[src/cfgprot_consts.vh]
// Constants for the configuration word decoder and memory protection block.
// Assumes 14-bit configuration words and a 16-bit configuration-space address.
`ifndef CFGPROT_CONSTS_VH
`define CFGPROT_CONSTS_VH

// Second configuration word field positions
`define LV_PROG_BIT      13
`define DBG_BIT          12
`define BROWNOUT_SEL_BIT 10
`define STV_BIT          9
`define PLL_BIT          8
`define RSVD_BIT         4
`define SWP_HI           1
`define SWP_LO           0
// Mask of bits that always read as one (11, 7-5, 4, 3-2)
`define CW2_ONES_MASK    14'h08fc
// First configuration word protection bits
`define DATA_PROT_BIT    8
`define PROG_PROT_BIT    7
// Reset value of an erased configuration word
`define CW_ERASED        14'h3fff
// Self-write protection limits
`define SWP_LIM_10       11'h1ff
`define SWP_LIM_01       11'h3ff
`define SWP_LIM_00       11'h7ff
// Configuration space addresses
`define UID_BASE         16'h8000
`define UID_LAST         16'h8003
`define PARTID_ADDR      16'h8006
`define CW1_ADDR         16'h8007
`define CW2_ADDR         16'h8008
// Identification word layout
`define PART_HI          13
`define PART_LO          5
`define STEP_HI          4
`define STEP_LO          0

`endif

[src/config_word_protection_ident.v]
// Configuration word decoder with program/data memory protection and ID space.
// Assumes word values come from nonvolatile storage and stand at reset release.
`timescale 1ns/1ps
`include "cfgprot_consts.vh"

// Function
// - Enable bit allows low-voltage programming entry
// - Refuse clearing enable after low-voltage entry
// - Debug bit gives serial pins to debugger
// - Brown-out threshold select chooses trip level
// - Stack fault resets when enabled
// - Clock multiplier follows its enable bit
// - Unimplemented word bits read as one
// - Self-write protect field blocks low regions
// - Program protection blocks external access, reads zero
// - CPU reads always, writes gated by field
// - Data protection blocks external EEPROM access
// - CPU EEPROM access never blocked
// - Program and data protection independent
// - Four user ID locations, read/write
// - Identification word: part and step codes
// - Identification word writes ignored
// - Protection bits from first word 8, 7
// - Overflow past sixteen, underflow on a pop when empty
module config_word_protection_ident
#(
	parameter [8:0] PART_ID   = 9'h0a5,   // Value arbitrary
	parameter [4:0] STEP_CODE = 5'h01,    // Value arbitrary
	parameter       STACK_DEPTH = 16
)
(
	input  wire        CLK,
	input  wire        RST_N,
	input  wire [13:0] NV_CW1,
	input  wire [13:0] NV_CW2,
	input  wire        LV_ENTRY,
	input  wire        EXT_RESET_PIN_HV,
	input  wire [15:0] ADDR,
	input  wire [13:0] WDATA,
	input  wire        WR,
	input  wire        RD,
	output reg  [13:0] RDATA,
	input  wire        EXT_PM_RD,
	input  wire        EXT_PM_WR,
	input  wire [10:0] EXT_PM_ADDR,
	input  wire [13:0] PM_DATA_IN,
	output reg  [13:0] EXT_PM_RDATA,
	output reg         PM_WR_EN,
	output reg         EXT_EE_RD_EN,
	output reg         EXT_EE_WR_EN,
	input  wire        EXT_EE_RD,
	input  wire        EXT_EE_WR,
	input  wire        CPU_PM_WR,
	input  wire [10:0] CPU_PM_ADDR,
	output reg         CPU_PM_WR_EN,
	input  wire        CPU_EE_RD,
	input  wire        CPU_EE_WR,
	output reg         CPU_EE_RD_EN,
	output reg         CPU_EE_WR_EN,
	input  wire        STACK_PUSH,
	input  wire        STACK_POP,
	output reg         STACK_FAULT_RESET,
	output reg         STACK_OVERFLOW_FLAG,
	output reg         STACK_UNDERFLOW_FLAG,
	output reg         PROG_ENTRY_ALLOWED,
	output reg         DEBUG_PINS_DEDICATED,
	output reg         BROWNOUT_LOW_TRIP,
	output reg         CLOCK_MULT_EN,
	output reg         LV_CLEAR_REFUSED
);

	// ****************************************************************
	// Captured configuration
	// ****************************************************************
	reg [13:0] cw1_q;
	reg [13:0] cw2_q;
	reg        loaded_q;
	reg [13:0] uid_q [0:3];
	reg        hv_s1_q;
	reg        hv_s2_q;
	reg        pm_protect_n;
	reg        ee_protect_n;
	reg        lv_prog_en;
	wire       cpu_allow;
	wire       ext_allow;
	wire       ovf_p;
	wire       unf_p;
	integer    i;

	// Field readback with unimplemented bits forced high
	function [13:0] cw2_view;
		input [13:0] w;
		begin
			cw2_view = w | `CW2_ONES_MASK;
		end
	endfunction

	// User ID window check, shared by the write and read decoders
	function in_uid_space;
		input [15:0] a;
		begin
			in_uid_space = (a >= `UID_BASE) && (a <= `UID_LAST);
		end
	endfunction

	// Words are captured once after reset release; the clocked capture avoids
	// loading port values under asynchronous reset
	always @(posedge CLK or negedge RST_N)
	begin
		if (!RST_N)
		begin
			cw1_q    <= `CW_ERASED;
			cw2_q    <= `CW_ERASED;
			loaded_q <= 1'b0;
		end
		else if (!loaded_q)
		begin
			cw1_q    <= NV_CW1;
			cw2_q    <= cw2_view(NV_CW2);
			loaded_q <= 1'b1;
		end
	end

	// High-voltage level on the reset pin is asynchronous
	// Only the second stage feeds logic; the first may still be settling
	always @(posedge CLK or negedge RST_N)
	begin
		if (!RST_N)
		begin
			hv_s1_q <= 1'b0;
			hv_s2_q <= 1'b0;
		end
		else
		begin
			hv_s1_q <= EXT_RESET_PIN_HV;
			hv_s2_q <= hv_s1_q;
		end
	end

	// Decoded protection bits, each evaluated on its own
	always @*
	begin
		pm_protect_n = cw1_q[`PROG_PROT_BIT];
		ee_protect_n = cw1_q[`DATA_PROT_BIT];
		lv_prog_en   = cw2_q[`LV_PROG_BIT];
	end

	// ****************************************************************
	// Helper blocks
	// ****************************************************************
	// CPU self-writes are limited by the captured protect field
	self_write_guard u_cpu_guard
	(
		.protect_field (cw2_q[`SWP_HI:`SWP_LO]),
		.addr          (CPU_PM_ADDR),
		.allowed       (cpu_allow)
	);

	// External writes are not bound by the self-write field, so this guard
	// stays wide open; it keeps one place to add a region limit later
	self_write_guard u_ext_guard
	(
		.protect_field (2'b11),
		.addr          (EXT_PM_ADDR),
		.allowed       (ext_allow)
	);

	// Depth counter sees every push and pop; the enable is applied below
	stack_fault_detect #(.DEPTH(STACK_DEPTH)) u_stack
	(
		.clk       (CLK),
		.rst_n     (RST_N),
		.push      (STACK_PUSH),
		.pop       (STACK_POP),
		.overflow  (ovf_p),
		.underflow (unf_p)
	);

	// ****************************************************************
	// Decoded control outputs
	// ****************************************************************
	// Debug, brown-out and clock levels follow the captured words and cannot move before next reset; entry permission tracks the pins
	always @(posedge CLK or negedge RST_N)
	begin
		if (!RST_N)
		begin
			PROG_ENTRY_ALLOWED   <= 1'b0;
			DEBUG_PINS_DEDICATED <= 1'b0;
			BROWNOUT_LOW_TRIP    <= 1'b1;
			CLOCK_MULT_EN        <= 1'b0;
		end
		else
		begin
			// Low-voltage entry needs the enable; high voltage always works
			PROG_ENTRY_ALLOWED   <= (lv_prog_en && LV_ENTRY) || hv_s2_q;
			DEBUG_PINS_DEDICATED <= !cw2_q[`DBG_BIT];
			BROWNOUT_LOW_TRIP    <= cw2_q[`BROWNOUT_SEL_BIT];
			CLOCK_MULT_EN        <= cw2_q[`PLL_BIT] && loaded_q;
		end
	end

	// ****************************************************************
	// Stack fault reset and flags
	// ****************************************************************
	// Flags are sticky until device reset, which clears them here
	always @(posedge CLK or negedge RST_N)
	begin
		if (!RST_N)
		begin
			STACK_FAULT_RESET    <= 1'b0;
			STACK_OVERFLOW_FLAG  <= 1'b0;
			STACK_UNDERFLOW_FLAG <= 1'b0;
		end
		else
		begin
			// One-cycle request; the reset controller is expected to stretch it
			STACK_FAULT_RESET <= cw2_q[`STV_BIT] && (ovf_p || unf_p);
			if (cw2_q[`STV_BIT] && ovf_p)
				STACK_OVERFLOW_FLAG <= 1'b1;
			if (cw2_q[`STV_BIT] && unf_p)
				STACK_UNDERFLOW_FLAG <= 1'b1;
		end
	end

	// ****************************************************************
	// Memory access gating
	// ****************************************************************
	// Enables are registered, so each answer comes one edge after its request
	always @(posedge CLK or negedge RST_N)
	begin
		if (!RST_N)
		begin
			EXT_PM_RDATA <= 14'h0000;
			PM_WR_EN     <= 1'b0;
			EXT_EE_RD_EN <= 1'b0;
			EXT_EE_WR_EN <= 1'b0;
			CPU_PM_WR_EN <= 1'b0;
			CPU_EE_RD_EN <= 1'b0;
			CPU_EE_WR_EN <= 1'b0;
		end
		else
		begin
			// Protected program memory reads back as all zeros
			EXT_PM_RDATA <= (EXT_PM_RD && pm_protect_n) ? PM_DATA_IN : 14'h0000;
			PM_WR_EN     <= EXT_PM_WR && pm_protect_n && ext_allow;
			EXT_EE_RD_EN <= EXT_EE_RD && ee_protect_n;
			EXT_EE_WR_EN <= EXT_EE_WR && ee_protect_n;
			// CPU path ignores code protection; only the field limits writes
			CPU_PM_WR_EN <= CPU_PM_WR && cpu_allow;
			CPU_EE_RD_EN <= CPU_EE_RD;
			CPU_EE_WR_EN <= CPU_EE_WR;
		end
	end

	// ****************************************************************
	// Configuration space register port
	// ****************************************************************
	// Reads return one cycle after the strobe; unmapped addresses read zero
	always @(posedge CLK or negedge RST_N)
	begin
		if (!RST_N)
		begin
			RDATA            <= 14'h0000;
			LV_CLEAR_REFUSED <= 1'b0;
			for (i = 0; i < 4; i = i + 1)
				uid_q[i] <= `CW_ERASED;
		end
		else
		begin
			LV_CLEAR_REFUSED <= 1'b0;
			if (WR)
			begin
				if (in_uid_space(ADDR))
					uid_q[ADDR[1:0]] <= WDATA;
				else if (ADDR == `CW2_ADDR)
				begin
					// Configuration is held until reset; only the refusal is reported
					LV_CLEAR_REFUSED <= LV_ENTRY && !WDATA[`LV_PROG_BIT];
				end
				// Identification word address falls through: write dropped
			end
			// Read data stand one cycle only, so a stale word is never seen twice
			if (RD)
			begin
				if (in_uid_space(ADDR))
					RDATA <= uid_q[ADDR[1:0]];
				else if (ADDR == `PARTID_ADDR)
					RDATA <= {PART_ID, STEP_CODE};
				else if (ADDR == `CW1_ADDR)
					RDATA <= cw1_q;
				else if (ADDR == `CW2_ADDR)
					RDATA <= cw2_view(cw2_q);
				else
					RDATA <= 14'h0000;
			end
			else
				RDATA <= 14'h0000;
		end
	end

endmodule

[src/self_write_guard.v]
// Self-write address guard: decides if a program memory self-write may proceed.
// Assumes an 11-bit program word address and a registered protect field.
`timescale 1ns/1ps
`include "cfgprot_consts.vh"

module self_write_guard
(
	input  wire [1:0]  protect_field,
	input  wire [10:0] addr,
	output reg         allowed
);

	// Blocked region starts at zero and ends at a limit picked by the field
	always @*
	begin
		case (protect_field)
			2'b11:   allowed = 1'b1;
			2'b10:   allowed = (addr > `SWP_LIM_10);
			2'b01:   allowed = (addr > `SWP_LIM_01);
			2'b00:   allowed = 1'b0;
			default: allowed = 1'b0;
		endcase
	end

endmodule

[src/stack_fault_detect.v]
// Return-stack fault detector: flags overflow and underflow from the depth count.
// Assumes push and pop strobes come from CPU logic on the same clock.
`timescale 1ns/1ps

module stack_fault_detect
#(
	parameter DEPTH = 16
)
(
	input  wire clk,
	input  wire rst_n,
	input  wire push,
	input  wire pop,
	output reg  overflow,
	output reg  underflow
);

	reg [4:0] level_q;

	// Pulses for one cycle when a push finds the stack full or a pop finds it empty
	always @(posedge clk or negedge rst_n)
	begin
		if (!rst_n)
		begin
			level_q   <= 5'h00;
			overflow  <= 1'b0;
			underflow <= 1'b0;
		end
		else
		begin
			overflow  <= push && !pop && (level_q == DEPTH[4:0]);
			underflow <= pop && !push && (level_q == 5'h00);
			if (push && !pop && level_q != DEPTH[4:0])
				level_q <= level_q + 5'h01;
			else if (pop && !push && level_q != 5'h00)
				level_q <= level_q - 5'h01;
		end
	end

endmodule

[config.mk]
export PLATFORM = sky130hd
export DESIGN_NAME = config_word_protection_ident
export DESIGN_NICKNAME = d
export VERILOG_FILES = /design/src/config_word_protection_ident.v /design/src/self_write_guard.v /design/src/stack_fault_detect.v
export VERILOG_INCLUDE_DIRS = /design/src
export SDC_FILE = /design/constraint.sdc
export NUM_CORES = 1
export LEC_CHECK = 0
export ABC_AREA = 1
export BUFFER_PORTS_ARGS = -buffer_cell sky130_fd_sc_hd__clkbuf_2
export CAP_MARGIN = 20
export CORE_AREA = 10 10 131 133
export DETAILED_ROUTE_END_ITERATION = 16
export DIE_AREA = 0 0 141 143
export GPL_TIMING_DRIVEN = 1
export PLACE_DENSITY_LB_ADDON = 0.08
export SYNTH_ARGS = -nofsm -noshare
export SYNTH_HDL_FRONTEND = slang
export SYNTH_SLANG_ARGS = --single-unit
export TNS_END_PERCENT = 10
[constraint.sdc]
create_clock -name CLK -period 3.34 [get_ports CLK]
set_clock_uncertainty 0.15 [all_clocks]
set_input_delay 0.334 -clock CLK [delete_from_list [all_inputs] [get_ports CLK]]
set_output_delay 0.334 -clock CLK [all_outputs]
set_load 0.02 [all_outputs]
* After elaboration in Yosys (flattened, before gate mapping)
Cells that the tools add are included.
** Cells by class
- Add/subtract/negate cells :: 2
- Magnitude comparators :: 6
- Equality and inequality tests :: 8
- Muxes and demuxes :: 18
- Bitwise operators :: 1
- Reduce and logical (&&, ||, !) cells :: 30
** Operator list (count)
- 14-bit 2-to-1 mux :: 9
- 56-bit bitwise mux :: 1
- 16-bit equality test (second input constant) :: 3
- 14-bit binary-select mux with 2-bit select :: 1
- 14-bit demux with 2-bit select :: 1
- 1-bit logical AND :: 19
- 16-bit greater-or-equal comparator (second input constant) :: 1
- 16-bit less-or-equal comparator (second input constant) :: 1
- 11-bit by 10-bit > comparator with 1-bit output (second input constant) :: 1
- 11-bit by 9-bit > comparator with 1-bit output (second input constant) :: 1
- 5-bit 2-to-1 mux :: 2
- 5-bit by 1-bit adder with 5-bit output (second input constant) :: 1
- 5-bit equality test (second input constant) :: 1
- 5-bit zero test :: 1
- 5-bit inequality test (second input constant) :: 1
- 5-bit nonzero test :: 1
- 5-bit by 1-bit subtractor with 5-bit output (second input constant) :: 1
- 2-bit equality test (second input constant) :: 2
- 1-bit zero test :: 4
- 1-bit case mux with 4 select lines :: 1
- 3-bit greater-or-equal comparator (second input constant) :: 1
- 3-bit by 1-bit less-than comparator with 1-bit output (second input constant) :: 1
- 1-bit 2-to-1 mux :: 3
- 2-bit NOT with 3-bit output :: 1
- 5 further kinds :: 6
** Word-level totals
- Flip-flop bits (word level) :: 129
- Word-level logic and storage cells :: 93

* Longest topological paths before layout
- Depth after elaboration :: 6
- Gate-level depth with buffers :: 12
- Depth with buffers taken out :: 12

* Modules after synthesis
A second synthesis with hierarchy kept.
** Second synthesis, totals
- Cells, all modules :: 788
- Area, all modules :: 6314.8 um^2
** By module, submodules not included
- config_word_protection_ident :: times used 1, cells an instance 723, area an instance 5780.5 um^2, sequential area each 3150.5 um^2
- stack_fault_detect :: times used 1, cells an instance 59, area an instance 506.7 um^2, sequential area each 175.2 um^2
- self_write_guard :: times used 2, cells an instance 3, area an instance 13.8 um^2, sequential area each 0.0 um^2

* Least setup slack after synthesis
OpenSTA, ideal clock, no wires.
- Path type :: flip-flop to flip-flop
- Start :: register u_stack.level_q[0]
- End :: register u_stack.level_q[4]
- Setup time :: 0.118 ns
- Arrival time :: 1.673 ns
- Data required time :: 3.072 ns
- Path slack :: 1.399 ns
- Cell stages (with the launch flop) :: 13
- Buffers on the path :: 0
- Period minus slack after synthesis :: 1.941 ns
- Path through :: dfrtp_1 > nor2_1 > nand4_1 > nand2_1 > ha_1 > nand2_1 > inv_1 > a21oi_1 > inv_1 > nand2_1 > nand3_1 > nand2_1 > nand2_1
** Between the ends
- Longest elaborated chain between the ends :: 3
** RTL lines
- start: declaration :: line stack_fault_detect.v:18 : reg [4:0] level_q;
- start signal: assignment :: line stack_fault_detect.v:34 : level_q <= level_q + 5'h01;
- start signal: assignment :: line stack_fault_detect.v:36 : level_q <= level_q - 5'h01;
- 5-bit by 1-bit subtractor with 5-bit output, or another cell as far along :: line stack_fault_detect.v:36
- 5-bit 2-to-1 mux, or another cell as far along :: line stack_fault_detect.v:35 : else if (pop && !push && level_q != 5'h00)
- 5-bit 2-to-1 mux or 2-bit nonzero test (tied branches)
Parallel ways exist; a longest one is shown, timed or not. The select of a mux whose other input is x is not followed.
A chain may end at the register's enable or synchronous reset.

* Worst setup path in the final report
- Start :: input port STACK_PUSH
- End :: register u_stack.level_q[4]
** Between the ends
- Longest elaborated chain between the ends :: 4
** RTL lines
- start: declaration :: line config_word_protection_ident.v:60 : input wire STACK_PUSH,
- 1-bit zero test :: line stack_fault_detect.v:35
- 1-bit logical AND (2 in series) :: line stack_fault_detect.v:35
- 2-bit nonzero test (no line)
Parallel ways exist; a longest one is shown, timed or not.

==> flow_summary.ini <==
[status]
run_status = completed

[power]
p_int_mw = 3.171
power_density_mw_per_mm2 = 557.9
ir_worst_vdd_mv = 0.3417
p_sw_share_pct = 24.66
clockPowerShare_pct = 46.3
power_frac_seq_pct = 41.3
p_comb_share_pct = 12.4
p_switching_mw = 1.038
cellLeakagePower_nw = 3.789

[clock_tree]
htreeDepth = 4
number_of_buffers_created_by_cts = 17
clock_latency_ps = 420
cts_root_buf = clkbuf_16
clk_pin_slew_worst_paths_ps = 50
cts.path.max_buffers = 2
cts_setup_buffers = 0
tritoncts_num_sinks = 129
cts_tree = yes

[setup_path]
end_kind = flip-flop
critical_path.startpoint_type = primary input
path_delay_family = buffers and inverters
critPathArrivalTime_ps = 2370
crit_path_frequent_cell = nand2_1
critPathMaxStageDelay_ps = 530
critPathRequiredTime_ps = 3490
crit_buf_inv = 4
critical_path.slowest_cell = dlygate4sd3_1
timing.setup.critical_path_class = primary input to flip-flop
worst_path_cell_chain = dlygate4sd3_1 > clkbuf_2 > inv_1 > nor2_1 > nand2_1 > ha_1 > nand2_1 > nand2_1 > a21oi_1 > inv_1 > nand2_1 > nand3_1 > nand2_1 > nand2_1
worstPathMaxFanout = 6

[grt]
grt_start_max_net_pins = 59
grt_overflow_total = 0
vias_in_the_first_global_route = 4671
initial_antenna_violation_count = 0
grt_pass1_wl_mm = 23.75
grt_use_total_pct = 14.74

[synth]
yosys_synthesis_warning_count = 0
area_of_the_mapped_netlist_sq_mm = 0.005829
number_of_enable_flip_flop_cells_after_synthesis = 0
synth_unique_cells = 35
postSynthNetCount = 753
dominantRegCellSynth = dfstp_2
synthesis.area_per_instance_sq_um = 9.108
synthCells = 640
synth.yosys.seq_area_share_pct = 57.05
asyncSetResetFlopFracSynth_pct = 100.0
postSynthRegisterBits = 129

[sta]
final-hold-violation-count = 0
setup_viol_count_final = 0
layout_worst_path_cycle_share_pct = 66.51
fmaxAchievable_mhz = 450.2
period_needed_ps = 2221
tightestPinTransition_ps = 1014
whs_ps = 11.13
final.setup.tns_ps = 0
rsz0062_at_grt = no
slew_viol_final = 0
timing.slew.headroom_pct = 32.39

[place]
routabilityCongestion = 0.7725
hpwl_mm = 10.18
buffer_ports.inserted = 123

[floorplan]
initial_utilization_pct = 40.41
rows = 44
die-area_sq_mm = 0.02016
core_area_sq_mm = 0.01442
num_io_pins = 151
chipWidth_um = 141
die-height_um = 143

[cells_and_area]
syn_to_final_growth_pct = 29.43
antenna-diode-count = 0
layout-drive-gt1-share_pct = 33.50
multi_input_area_sq_mm = 0.002017
finish.net_count = 915
regArea_sq_mm = 0.003326
nFillCells = 1375

[drt]
num_vias = 4663
detail_route.wl_per_cell_um = 14.62
antenna_violating_nets_post_route = 0
detailedRoute.firstIterationViolations = 245
post-route-drc-count = 0
viasPerCell = 4.668
drt-pass1-iter-count = 4
route.final.wire_length_mm = 14.60

[run]
timing.max_cap.violations = 0

[min_path]
hold_path.class = primary input to flip-flop
## worst reg2reg max path, cell delays in order (launching register included)
cell and delay (ps):
dfrtp_1 440, nor2_1 160, nand4_1 140, nand2_1 240, ha_1 320, nand2_1 90, nand2_1 50, a21oi_1 170
inv_1 60, nand2_1 80, nand3_1 80, nand2_1 70, nand2_1 50
## cell type report
| class | instances | share of cell area (%) |
|---|---|---|
| Clock buffer | 21 | 6.103 |
| Tap cell | 184 | 3.051 |
| Clock inverter | 11 | 2.123 |
| Timing Repair Buffer | 162 | 13.43 |
| Multi-Input combinational cell | 403 | 26.73 |
| Inverter | 89 | 4.478 |
| Sequential cell | 129 | 44.08 |
## power groups by stage
stage	combinational (mW)	sequential, mW	clock (mW)
2_1_floorplan	0.277	1.78	0
3_3_place_gp	0.475	1.76	0
3_5_place_dp	0.496	1.76	0
4_1_cts	0.531	1.74	1.99
5_1_grt	0.596	1.75	2.06
6_report	0.521	1.74	1.95
## path summary, 6_finish.rpt
path,startpoint,end,slack (ps),depth (start not counted)
max,STACK_PUSH,u_stack.level_q[4]$_DFFE_PN0P_,1120,14
min,NV_CW2[1],cw2_q[1]$_DFFE_PN1N_,10,2
max reg2reg,u_stack.level_q[0]$_DFFE_PN0P_,u_stack.level_q[4]$_DFFE_PN0P_,1140,12
min reg2reg,hv_s1_q$_DFF_PN0_,hv_s2_q$_DFF_PN0_,210,0
max in group asynchronous,RST_N,uid_q[24]$_DFFE_PN1P_,1800,3
min in group asynchronous,RST_N,RDATA[6]$_DFF_PN0_,380,2
## through the flow
| stage | total power [mW] | cells | setup slack, ps | area (sq um) | utilization [%] |
|---|---|---|---|---|---|
| 5_1_grt | 4.414 | 999 | 903.2 | 7545 | 52.31 |
| 4_1_cts | 4.261 | 999 | 1131 | 7545 | 52.31 |
| 2_1_floorplan | 2.057 | 640 | 1399 | 5829 | - |
| 3_5_place_dp | 2.258 | 931 | 1145 | 6564 | 45.51 |
| 3_3_place_gp | 2.234 | 931 | 1221 | 6564 | 45.51 |
| 6_report | 4.209 | 999 | 1119 | 7545 | 52.31 |
## flip-flops by register name (all words and copies together), names as in the netlist, 5 cells and up
signal,count
uid_q,56
u_stack.level_q,5
EXT_PM_RDATA,14
cw2_q,7
cw1_q,14
RDATA,14
## cell usage after synthesis (all sizes together), types with 3 or more instances
library cell,instances,area share (%)
nand2,138,10
dfstp,78,35
inv,87,5.6
o21ai,84,7.2
nor2,102,7.7
nand4,10,1.1
buf,15,2.3
mux2,14,2.7
clkbuf,4,0.26
a21oi,9,0.77
nand3,31,2.9
dfrtp,51,22
ha,3,0.64
## repair_timing
action                                 in CTS  in global routing
endpoints found under the hold margin      73                  0
gates resized for setup                     0                  0
hold buffers                               36                  0
## logic make-up (layout without fill, tap and decap cells)
group                      count (synthesis)  in the layout  synth area share [%]
adders and majority gates                  4              4                0.9874
muxes                                     14             14                 2.704
and+or+nand+nor                          285            285                 22.02
AOI/OAI and AO/OA                         96             96                 8.371
xor gates and xnor gates                   3              3                0.4508
buffers and inverters                    108            283                 8.349
DFF                                      129            129                 57.05
other                                      1              1               0.06433
## cell usage in the layout (no fill, tap or decap), types with 4 or more instances in the layout
cell type and n:
a21oi_1 9, bufinv_16 4, clkbuf_16 17, clkbuf_2 122
clkinv_2 6, dfrtp_1 51, dfstp_2 78, dlygate4sd3_1 36
inv_1 85, mux2_2 14, nand2_1 128, nand2_4 8
nand3_1 30, nand4_1 10, nor2_1 93, nor2_2 4
o21ai_0 23, o21ai_1 61
## per-layer routing
layer	up-vias	global-route usage (%)	share of wire, %
met4	0	5.924	1.9
met3	23	4.809	6.4
met2	114	22.39	46
li1	2338	-	-
met5	-	0	0
met1	2188	19.03	46
Note: power is estimated with default switching activity, not from simulation.
